[config.mk]
export PLATFORM = sky130hd
export DESIGN_NAME = fuse_trim_programming_logic
export DESIGN_NICKNAME = d
export VERILOG_FILES = /design/src/shared/trim_pkg.sv /design/src/logic/pulse_sync.sv /design/src/logic/cal_timer.sv /design/src/logic/fuse_trim_programming_logic.sv
export SDC_FILE = /design/constraint.sdc
export NUM_CORES = 1
export LEC_CHECK = 0
export ABC_CLOCK_PERIOD_IN_PS = 3200
export BUFFER_PORTS_ARGS = -buffer_cell sky130_fd_sc_hd__buf_2
export CORE_MARGIN = 1.5
export CORE_UTILIZATION = 44
export CTS_CLUSTER_DIAMETER = 100
export DETAILED_ROUTE_END_ITERATION = 8
export GPL_TIMING_DRIVEN = 0
export PLACE_DENSITY = 0.83
export SKIP_CTS_REPAIR_TIMING = 1
export SLEW_MARGIN = 20
export SYNTH_ARGS = -nofsm -noshare
export SYNTH_HDL_FRONTEND = slang
export SYNTH_SLANG_ARGS = --single-unit
[constraint.sdc]
create_clock -name sys_clk -period 3.2 [get_ports sys_clk]
set_clock_uncertainty 0.15 [all_clocks]
set_input_delay 0.32 -clock sys_clk [delete_from_list [all_inputs] [get_ports sys_clk]]
set_output_delay 0.32 -clock sys_clk [all_outputs]
set_load 0.01 [all_outputs]
[src/shared/trim_pkg.sv]
// Functional notes
// - mode code 1 lock/blow, code 2 try
// - gain code 9 bits, two ranges
// - duty code 0 preset, rising to max
// - duty top bit set means decreasing duty
// - carrier code rising lowers frequency, 15 min
// - carrier code bit 4 enables calibration
// - key 6 code 512 addresses lock fuse
// - blown calibration bit enters interval each powerup
// - calibration interval forces quiescent duty output
// - after interval output follows field again
// - interval length scales inversely with carrier
// - mid pulse falling edge increments, saturating
// - power cycle clears unblown bits only
// - try mode high pulse cycles selection states
// - lock fuse blown rejects all programming
package trim_pkg;
  localparam int CODE_W = 10;
  localparam logic [1:0] MODE_BLOW = 2'h1; // lock or blow
  localparam logic [1:0] MODE_TRY = 2'h2;
  localparam logic [2:0] KEY_GAIN = 3'h1;
  localparam logic [2:0] KEY_DUTY = 3'h2;
  localparam logic [2:0] KEY_CARRIER = 3'h3;
  localparam logic [2:0] KEY_LOCK = 3'h6;
  localparam logic [8:0] GAIN_MAX = 9'h1ff;
  localparam logic [8:0] DUTY_MAX = 9'h1ff;
  localparam logic [8:0] CARRIER_MAX = 9'h01f; // bits 3:0 plus calibration bit
  localparam logic [9:0] LOCK_CODE = 10'h200;
  localparam int GAIN_RANGE_BIT = 8;
  localparam int DUTY_DOWN_BIT = 8;
  localparam int CAL_EN_BIT = 4;
  localparam logic [3:0] CARRIER_FREQ_MAX = 4'hf;
  localparam logic [7:0] CAL_PERIODS = 8'h32; // 50 periods at 1 kHz = 50 ms
  localparam int CAL_TIME_MS = 50;
  localparam int CAL_REF_HZ = 1000;
  typedef enum logic [1:0] {
    ST_MODE = 2'b00,
    ST_KEY = 2'b01,
    ST_FIELD = 2'b11
  } prog_state_t;
  typedef enum logic [1:0] {
    CAL_IDLE = 2'b00,
    CAL_RUN = 2'b01,
    CAL_DONE = 2'b11
  } cal_state_t;
endpackage

[src/logic/pulse_sync.sv]
`timescale 1ns/1ns
// two-stage synchroniser with falling and rising edge pulses
module pulse_sync (
  input wire logic sys_clk,
  input wire logic rst,
  input wire logic pinIn,
  output logic rise,
  output logic fall
);
  logic meta_r;
  logic sync_r;
  logic last_r;
  // first stage read only by second stage
  always_ff @(posedge sys_clk) begin
    if (rst) begin
      meta_r <= 1'b0;
      sync_r <= 1'b0;
      last_r <= 1'b0;
    end else begin
      meta_r <= pinIn;
      sync_r <= meta_r;
      last_r <= sync_r;
    end
  end
  assign rise = sync_r & ~last_r;
  assign fall = ~sync_r & last_r;
endmodule // pulse_sync

[src/logic/cal_timer.sv]
`timescale 1ns/1ns
// counts carrier periods after power-up while calibration is enabled
module cal_timer
  import trim_pkg::*;
(
  input wire logic sys_clk,
  input wire logic rst,
  input wire logic calEnable,
  input wire logic carrierTick,
  output logic calActive
);
  cal_state_t state_r;
  cal_state_t state_nxt;
  logic [7:0] count_r;
  logic [7:0] count_nxt;
  wire lastTick = carrierTick && (count_r == CAL_PERIODS - 8'h01);

  // period count, so length follows carrier rate
  always_comb begin
    state_nxt = state_r;
    count_nxt = count_r;
    case (state_r)
      CAL_IDLE: begin
        if (calEnable) begin
          state_nxt = CAL_RUN;
        end else begin
          state_nxt = CAL_DONE;
        end
        count_nxt = 8'h00;
      end
      CAL_RUN: begin
        if (lastTick) begin
          state_nxt = CAL_DONE;
        end else if (carrierTick) begin
          count_nxt = count_r + 8'h01;
        end
      end
      CAL_DONE: state_nxt = CAL_DONE;
      default: state_nxt = CAL_IDLE;
    endcase
  end

  always_ff @(posedge sys_clk) begin
    if (rst) begin
      state_r <= CAL_IDLE;
      count_r <= 8'h00;
    end else begin
      state_r <= state_nxt;
      count_r <= count_nxt;
    end
  end

  assign calActive = (state_r == CAL_RUN);

  // interval ends exactly after 50 carrier ticks
  property p_cal_len;
    @(posedge sys_clk) disable iff (rst)
      (state_r == CAL_RUN && lastTick) |=> !calActive;
  endproperty
  a_cal_len: assert property (p_cal_len) else $error("interval did not end");
  property p_cal_hold;
    @(posedge sys_clk) disable iff (rst)
      (state_r == CAL_RUN && !carrierTick) |=> calActive;
  endproperty
  a_cal_hold: assert property (p_cal_hold) else $error("interval ended early");
  c_cal_end: cover property (@(posedge sys_clk) disable iff (rst) $fell(calActive));
endmodule // cal_timer

[src/logic/fuse_trim_programming_logic.sv]
`timescale 1ns/1ns
// supply-pulse programming logic with fuse trim and calibration sequencing
module fuse_trim_programming_logic
  import trim_pkg::*;
#(
  parameter int CODE_WIDTH = CODE_W
) (
  input wire logic sys_clk,
  input wire logic rst,
  input wire logic midPulse,
  input wire logic highPulse,
  input wire logic [8:0] gainFuses,
  input wire logic [8:0] dutyFuses,
  input wire logic [8:0] carrierFuses,
  input wire logic lockFuse,
  input wire logic carrierTick,
  input wire logic [15:0] fieldDuty,
  output logic blowStrobe,
  output logic [1:0] blowKey,
  output logic [9:0] blowBit,
  output logic [8:0] gain_setting_code,
  output logic gainRange,
  output logic [7:0] dutyStep,
  output logic dutyDecreasing,
  output logic [3:0] carrier_frequency,
  output logic calActive,
  output logic useFieldDuty,
  output logic inBlowMode,
  output logic locked
);
  ////////////////////////////////////////////////////////////////////
  // pin edges
  logic midFall;
  logic highRise;
  logic highFall;
  pulse_sync midSync (
    .sys_clk(sys_clk),
    .rst(rst),
    .pinIn(midPulse),
    .rise(),
    .fall(midFall)
  );
  pulse_sync highSync (
    .sys_clk(sys_clk),
    .rst(rst),
    .pinIn(highPulse),
    .rise(highRise),
    .fall(highFall)
  );

  ////////////////////////////////////////////////////////////////////
  // selection state
  prog_state_t state_r;
  prog_state_t state_nxt;
  logic [1:0] mode_r;
  logic [1:0] mode_nxt;
  logic [2:0] key_r;
  logic [2:0] key_nxt;
  logic [CODE_WIDTH-1:0] code_r;
  logic [CODE_WIDTH-1:0] code_nxt;
  logic [8:0] gainTry_r;
  logic [8:0] dutyTry_r;
  logic [8:0] carrierTry_r;
  logic lockSticky_r;
  logic blow_r;

  // latched fuses; lock fuse refuses all further work
  wire isLocked = lockFuse;
  wire progOk = !isLocked;
  wire modeTry = (mode_r == MODE_TRY);
  wire modeBlow = (mode_r == MODE_BLOW);
  // field limit per key; an unknown key takes no counts
  wire [CODE_WIDTH-1:0] keyFieldMax =
    (key_r == KEY_GAIN) ? CODE_WIDTH'(GAIN_MAX) :
    (key_r == KEY_DUTY) ? CODE_WIDTH'(DUTY_MAX) :
    (key_r == KEY_CARRIER) ? CODE_WIDTH'(CARRIER_MAX) :
    (key_r == KEY_LOCK) ? CODE_WIDTH'(LOCK_CODE) : '0;
  // limit follows the stage: a key left over from an earlier pass
  // would otherwise clip mode and key codes at its own field limit
  wire [CODE_WIDTH-1:0] fieldMax =
    (state_r == ST_MODE) ? CODE_WIDTH'(MODE_TRY) :
    (state_r == ST_KEY) ? CODE_WIDTH'(KEY_LOCK) : keyFieldMax;
  wire atMax = (code_r >= fieldMax);
  wire [CODE_WIDTH-1:0] codeStep = code_r + CODE_WIDTH'(1);
  // lock field jumps straight from zero to its only code
  wire lockJump = (state_r == ST_FIELD) && (key_r == KEY_LOCK);
  wire [CODE_WIDTH-1:0] codeInc = lockJump ? fieldMax : codeStep;

  // mid falls count codes; high pulses step selection
  always_comb begin
    state_nxt = state_r;
    mode_nxt = mode_r;
    key_nxt = key_r;
    code_nxt = code_r;
    if (progOk) begin
      if (midFall && !atMax) begin
        code_nxt = codeInc;
      end
      if (highFall) begin
        case (state_r)
          ST_MODE: begin
            if (code_r == CODE_WIDTH'(MODE_BLOW) || code_r == CODE_WIDTH'(MODE_TRY)) begin
              mode_nxt = code_r[1:0];
              state_nxt = ST_KEY;
            end
            code_nxt = '0;
          end
          ST_KEY: begin
            key_nxt = code_r[2:0];
            state_nxt = ST_FIELD;
            code_nxt = '0;
          end
          ST_FIELD: begin
            // try loops back to key choice; blow keeps field for next pulse
            if (modeTry) begin
              state_nxt = ST_KEY;
              code_nxt = '0;
            end
          end
          default: state_nxt = ST_MODE;
        endcase
      end
    end
  end

  always_ff @(posedge sys_clk) begin
    if (rst) begin
      state_r <= ST_MODE;
      mode_r <= 2'h0;
      key_r <= 3'h0;
      code_r <= '0;
    end else begin
      state_r <= state_nxt;
      mode_r <= mode_nxt;
      key_r <= key_nxt;
      code_r <= code_nxt;
    end
  end

  ////////////////////////////////////////////////////////////////////
  // try values held until power cycle; reset clears unblown bits
  wire inField = (state_r == ST_FIELD);
  always_ff @(posedge sys_clk) begin
    if (rst) begin
      gainTry_r <= 9'h000;
      dutyTry_r <= 9'h000;
      carrierTry_r <= 9'h000;
      lockSticky_r <= 1'b0;
    end else if (inField && progOk) begin
      if (key_r == KEY_GAIN) begin
        gainTry_r <= code_r[8:0];
      end
      if (key_r == KEY_DUTY) begin
        dutyTry_r <= code_r[8:0];
      end
      if (key_r == KEY_CARRIER) begin
        carrierTry_r <= code_r[8:0];
      end
      if (key_r == KEY_LOCK && code_r == LOCK_CODE) begin
        lockSticky_r <= 1'b1;
      end
    end
  end

  ////////////////////////////////////////////////////////////////////
  // blow request: high pulse while field addressed in blow mode
  wire blowReq = highRise && inField && modeBlow && progOk;
  always_ff @(posedge sys_clk) begin
    if (rst) begin
      blow_r <= 1'b0;
      blowKey <= 2'h0;
      blowBit <= 10'h000;
    end else begin
      blow_r <= blowReq;
      if (blowReq) begin
        blowKey <= key_r[1:0];
        blowBit <= code_r; // lock fuse at code 512
      end
    end
  end
  assign blowStrobe = blow_r;

  ////////////////////////////////////////////////////////////////////
  // effective codes: blown fuses or-ed with addressed bits
  wire [8:0] gainEff = gainFuses | gainTry_r;
  wire [8:0] dutyEff = dutyFuses | dutyTry_r;
  wire [8:0] carrierEff = carrierFuses | carrierTry_r;
  // only the blown fuse enables calibration, never a try value
  wire calEnable = carrierFuses[CAL_EN_BIT];

  assign gain_setting_code = gainEff;
  assign gainRange = gainEff[GAIN_RANGE_BIT];
  assign dutyStep = dutyEff[7:0];
  assign dutyDecreasing = dutyEff[DUTY_DOWN_BIT];
  assign carrier_frequency = carrierEff[3:0];
  assign inBlowMode = modeBlow;
  assign locked = isLocked | lockSticky_r;

  ////////////////////////////////////////////////////////////////////
  // calibration interval sequencer
  cal_timer calTimer (
    .sys_clk(sys_clk),
    .rst(rst),
    .calEnable(calEnable),
    .carrierTick(carrierTick),
    .calActive(calActive)
  );
  // quiescent duty forced while the interval runs
  assign useFieldDuty = !calActive;

  ////////////////////////////////////////////////////////////////////
  // checks: lock refusal
  // a fuse that reads locked must freeze the code and selection state registers
  property p_lock_freeze;
    @(posedge sys_clk) disable iff (rst)
      isLocked |=> $stable(code_r) && $stable(state_r);
  endproperty
  a_lock_freeze: assert property (p_lock_freeze) else $error("locked part changed");

  property p_no_blow_locked;
    @(posedge sys_clk) disable iff (rst)
      isLocked && $past(isLocked) |-> !blowStrobe;
  endproperty
  a_no_blow_locked: assert property (p_no_blow_locked) else $error("blow while locked");

  ////////////////////////////////////////////////////////////////////
  // checks: code counting
  property p_inc;
    @(posedge sys_clk) disable iff (rst)
      (midFall && !atMax && progOk && !highFall && !lockJump) |=>
        code_r == $past(code_r) + CODE_WIDTH'(1);
  endproperty
  a_inc: assert property (p_inc) else $error("code did not step");

  property p_sat;
    @(posedge sys_clk) disable iff (rst)
      (atMax && !highFall) |=> code_r == $past(code_r);
  endproperty
  a_sat: assert property (p_sat) else $error("code passed maximum");

  // stage limits: mode codes must never pass MODE_TRY, key codes never KEY_LOCK
  property p_mode_range;
    @(posedge sys_clk) disable iff (rst)
      (state_r == ST_MODE) |-> code_r <= CODE_WIDTH'(MODE_TRY);
  endproperty
  a_mode_range: assert property (p_mode_range) else $error("mode code too big");

  property p_key_range;
    @(posedge sys_clk) disable iff (rst)
      (state_r == ST_KEY) |-> code_r <= CODE_WIDTH'(KEY_LOCK);
  endproperty
  a_key_range: assert property (p_key_range) else $error("key code too big");

  property p_lock_jump;
    @(posedge sys_clk) disable iff (rst)
      (progOk && lockJump && midFall && !highFall && code_r == '0) |=>
        code_r == CODE_WIDTH'(LOCK_CODE);
  endproperty
  a_lock_jump: assert property (p_lock_jump) else $error("lock code not reached");

  ////////////////////////////////////////////////////////////////////
  // checks: selection stepping
  property p_try_loop;
    @(posedge sys_clk) disable iff (rst)
      (progOk && highFall && inField && modeTry) |=> state_r == ST_KEY && code_r == '0;
  endproperty
  a_try_loop: assert property (p_try_loop) else $error("try did not loop");

  property p_mode;
    @(posedge sys_clk) disable iff (rst)
      (progOk && highFall && state_r == ST_MODE && code_r == CODE_WIDTH'(MODE_TRY))
        |=> modeTry && state_r == ST_KEY;
  endproperty
  a_mode: assert property (p_mode) else $error("mode not taken");

  // try values move only while a field is addressed
  property p_try_keep;
    @(posedge sys_clk) disable iff (rst)
      !inField |=> $stable(gainTry_r) && $stable(dutyTry_r) && $stable(carrierTry_r);
  endproperty
  a_try_keep: assert property (p_try_keep) else $error("try value moved");

  ////////////////////////////////////////////////////////////////////
  // checks: blow requests
  // a strobe must trace back to an addressed field in blow mode
  property p_blow;
    @(posedge sys_clk) disable iff (rst) blowReq |=> blowStrobe && blowBit == $past(code_r);
  endproperty
  a_blow: assert property (p_blow) else $error("blow not issued");

  property p_blow_field;
    @(posedge sys_clk) disable iff (rst) blowStrobe |-> $past(inField) && $past(modeBlow);
  endproperty
  a_blow_field: assert property (p_blow_field) else $error("blow outside field");

  property p_strobe_pulse;
    @(posedge sys_clk) disable iff (rst) blowStrobe |=> !blowStrobe;
  endproperty
  a_strobe_pulse: assert property (p_strobe_pulse) else $error("strobe too long");

  ////////////////////////////////////////////////////////////////////
  // checks: calibration output
  property p_cal_out;
    @(posedge sys_clk) disable iff (rst) calActive |-> !useFieldDuty;
  endproperty
  a_cal_out: assert property (p_cal_out) else $error("field leaked in calibration");

  property p_cal_need;
    @(posedge sys_clk) disable iff (rst) !calEnable |-> !calActive;
  endproperty
  a_cal_need: assert property (p_cal_need) else $error("calibration without fuse");

  // scenario covers
  c_try: cover property (@(posedge sys_clk) disable iff (rst) highFall && inField && modeTry);
  c_blow: cover property (@(posedge sys_clk) disable iff (rst) blowStrobe);
  c_lock: cover property (@(posedge sys_clk) disable iff (rst) lockSticky_r);
  c_sat: cover property (@(posedge sys_clk) disable iff (rst) midFall && atMax && inField);
endmodule // fuse_trim_programming_logic

==> key figures <==
STA
  • Slew Limit Fails: 0
  • Slew margin rel.: 64.0%
  • Least-Margin Pin Slew: 0.535 ns
  • Worst hold margin: 0.0280 ns
  • Max Fclk: 0.327 GHz
  • Endpoints failing setup: 0
  • Period utilization: 95.7%
  • RSZ-0062 raised after global routing: false
  • Period minus WS final: 3.06 ns
  • Hold Violations, Final: 0

Route
  • First DRT Iteration DRCs: 230
  • First drt pass iteration count: 4
  • Routed WL: 8200 µm
  • Avg Vias per Cell: 5.34
  • Routed len/inst: 13.6 µm
  • Via Count: 3215
  • Antenna Nets Post-Route: 0
  • DRC viols: 0

Power
  • Power, Total: 1.64 mW
  • Leakage power: 1.72 nW
  • VDD IR max: 0.219 mV
  • PD cells: 402 nW/µm²

Clock tree
  • Clock Pin Slew Worst Setup and Hold Paths: 0.08 ns
  • Worst-skew pair later-pin latency: 0.35 ns
  • Clk root buf: clkbuf_8
  • Clock Sink Count: 69
  • CTS H-tree lvls: 3
  • Clk buf depth: 2
  • CTS tree: yes
  • TritonCTS Buffers: 9

Placement
  • GP Congestion: 0.877
  • Number of port buffers: 68
  • Post-DP HPWL: 6100 µm
  • Placed Cells incl. Taps: 586

Die
  • Full die area: 8280 µm²
  • Io pins: 89
  • Core footprint: 7370 µm²
  • Initial core utilization: 46.2%
  • Horiz. Die Dim: 91.0 µm
  • Row cnt: 31
  • Die Y: 91.0 µm

Yosys
  • Syn Inst Count: 419
  • Register bit count reported by yosys: 69
  • Synthesized cell area: 3410 µm²
  • Most frequent cell after synthesis: dfxtp_1
  • Ys Warns: 0
  • Synth top area share: 40.5%
  • Main synth FF type: dfxtp_1
  • Largest area contributor in the synthesized netlist: dfxtp_1
  • Seq/Total Area, Yosys: 40.5%
  • EDFF count, synth: 0
  • Post-synth top cells: dfxtp_1 (69), nand2_1 (57), nor2_1 (43)
  • Net Count, Synth: 484
  • FFs w/ async S/R, synth: 0%
  • Syn avg cell area: 8.13 µm²
  • Netlist cell types: 52
  • Synth area leaders: dfxtp_1 (41%), nand2_1 (6.3%), a21oi_1 (6.0%), ha_1 (5.9%), nor2_1 (4.7%)

Worst setup path
  • CP Data Arrival Time: 3.16 ns
  • R2R Setup Slk: 0.14 ns
  • Critical path class: reg2reg
  • Worst R2R Start: code_r[0]
  • Worst Path Buf+Inv: 3
  • Max FO, Critical Path: 10
  • Reg2reg end: code_r[7]
  • Top cell family by delay on the critical path: simple AND/OR/NAND/NOR gates
  • Critical-path cell list: clkbuf_1, inv_1, ha_1, nand2b_4, a211oi_2, nor3_1, or3_1, buf_6, or4_1, o311ai_1
  • Depth of the most critical reg-to-reg path: 10
  • Critical path startpoint category: register
  • Critical-path top delay cell: or4_1
  • Worst Setup End Kind: register
  • Critical Path Max Stage Delay: 0.51 ns
  • Crit path required time: 3.30 ns

Final layout
  • Register area: 1390 µm²
  • Antenna diodes: 0
  • Layout cells sized above 1: 26.6%
  • Post-Layout Cell Count: 602
  • Layout Area Growth over Synthesis: 19.8%
  • Area of the multi-input gates: 1890 µm²
  • Fillers: 687
  • Final nets: 563

Global route
  • Gr usage total: 20.5%
  • First-pass GRT wire length: 13800 µm
  • Largest net degree at the start of global routing: 13
  • Vias in the first global route: 3031
  • Initial antenna violation count: 0
  • Total global routing overflow: 0

Worst hold path
  • Hold depth: 2
  • Worst hold path type: in2reg
  • Hold Crit Endpoint: highSync.meta_r
  • Worst hold path startpoint: highPulse

Outcome
  • Status: complete, no violations

Job
  • Max_cap viols: 0
==> flip-flops by register name (all words and copies together) (netlist names) <==
signal,count
midSync.meta_r,1
highSync.last_r,1
code_r,10
blowBit,10
carrierTry_r,4
mode_r,2
key_r,3
blowKey,2
midSync.sync_r,1
highSync.sync_r,1
state_r,2
lockSticky_r,1
calTimer.state_r,2
midSync.last_r,1
dutyTry_r,9
gainTry_r,9
blowStrobe,1
highSync.meta_r,1
calTimer.count_r,8
==> cell families after synthesis <==
kind of cell / share of synthesized area, %
AOI/OAI and AO/OA: 14.0
xor gates and xnor gates: 1.28
buffers and inverters: 4.59
DFF: 40.5
muxes: 3.01
and+or+nand+nor: 30.8
adders and majority gates: 5.87
==> through the flow <==
step | util (%) | TNS, ns | setup WS (ns) | instance area [µm²]
after floorplan | - | 0 | 0.141 | 3410
after global placement | 52.5 | -1.15 | -0.206 | 3870
after detailed placement | 52.5 | -2.36 | -0.358 | 3870
after CTS | 55.1 | -2.48 | -0.380 | 4060
after global routing | 55.4 | 0 | 0.00131 | 4080
final | 55.4 | 0 | 0.138 | 4080
==> how the worst max path moves through the flow <==
stage,startpoint,end,slack (ns),depth (start not counted)
3_3_place_gp,key_r[1],code_r[7],-0.21,10
2_1_floorplan,key_r[1],code_r[7],0.14,10
6_report,code_r[0],code_r[7],0.14,10
3_5_place_dp,key_r[1],code_r[7],-0.36,10
5_1_grt,state_r[0],code_r[7],0.001,12
4_1_cts,key_r[1],code_r[7],-0.38,10
==> final cells by class <==
class	instances	share of cell area, %
Sequential cell	69	33.9
Timing Repair Buffer	68	8.33
Clock inverter	5	0.827
Inverter	10	0.919
Tap cell	99	3.03
Clock buffer	11	3.71
Buffer	26	3.03
Multi-Input combinational cell	314	46.2
==> per-layer routing <==
layer / wire length, µm / track usage, %
met2: 3870 / 32.3
met5: 0 / 0
met4: 210 / 12.0
met3: 514 / 3.35
met1: 3610 / 26.3
==> worst register-to-register path, delay by kind of cell (launching register included) <==
family                     cells  cell delay [ns]
buffers and inverters          3             0.72
AOI/OAI and AO/OA              2             0.31
adders and majority gates      1             0.33
DFF                            1             0.37
and+or+nand+nor                4             1.07
==> report_power, final <==
group          total (mW)  switching [mW]  internal (mW)
clock network       0.664           0.341          0.323
registers           0.870         0.00604          0.864
logic               0.109          0.0586         0.0508
==> layout by cell type, fill, tap and decap left out, types with 2 or more instances in the layout <==
cell type,Yosys,final
clkbuf_8,0,11
o21ai_0,9,7
a31o_2,2,2
nand4_1,5,5
nor3b_1,3,3
clkbuf_2,1,2
nand3b_1,3,3
o221a_2,2,2
inv_1,10,10
a41oi_1,2,2
or3_1,4,4
mux2_2,2,2
clkinv_2,0,2
and3_1,3,3
nor4_1,5,5
xor2_1,5,5
or2_2,24,24
a22oi_1,2,2
nand3_1,23,23
clkinvlp_4,0,2
a21o_1,4,4
o21ai_2,0,2
nand2b_1,7,7
buf_1,2,2
nor3_1,5,5
nor2b_1,13,11
dfxtp_2,0,3
buf_2,4,72
mux2i_1,8,8
buf_4,2,2
ha_1,16,16
dfxtp_1,69,66
nand2_1,57,57
nor2_1,43,43
a21oi_1,41,41
o211ai_1,2,2
clkbuf_1,16,14
or4_1,6,6
Power figures use the tool's default switching activity.
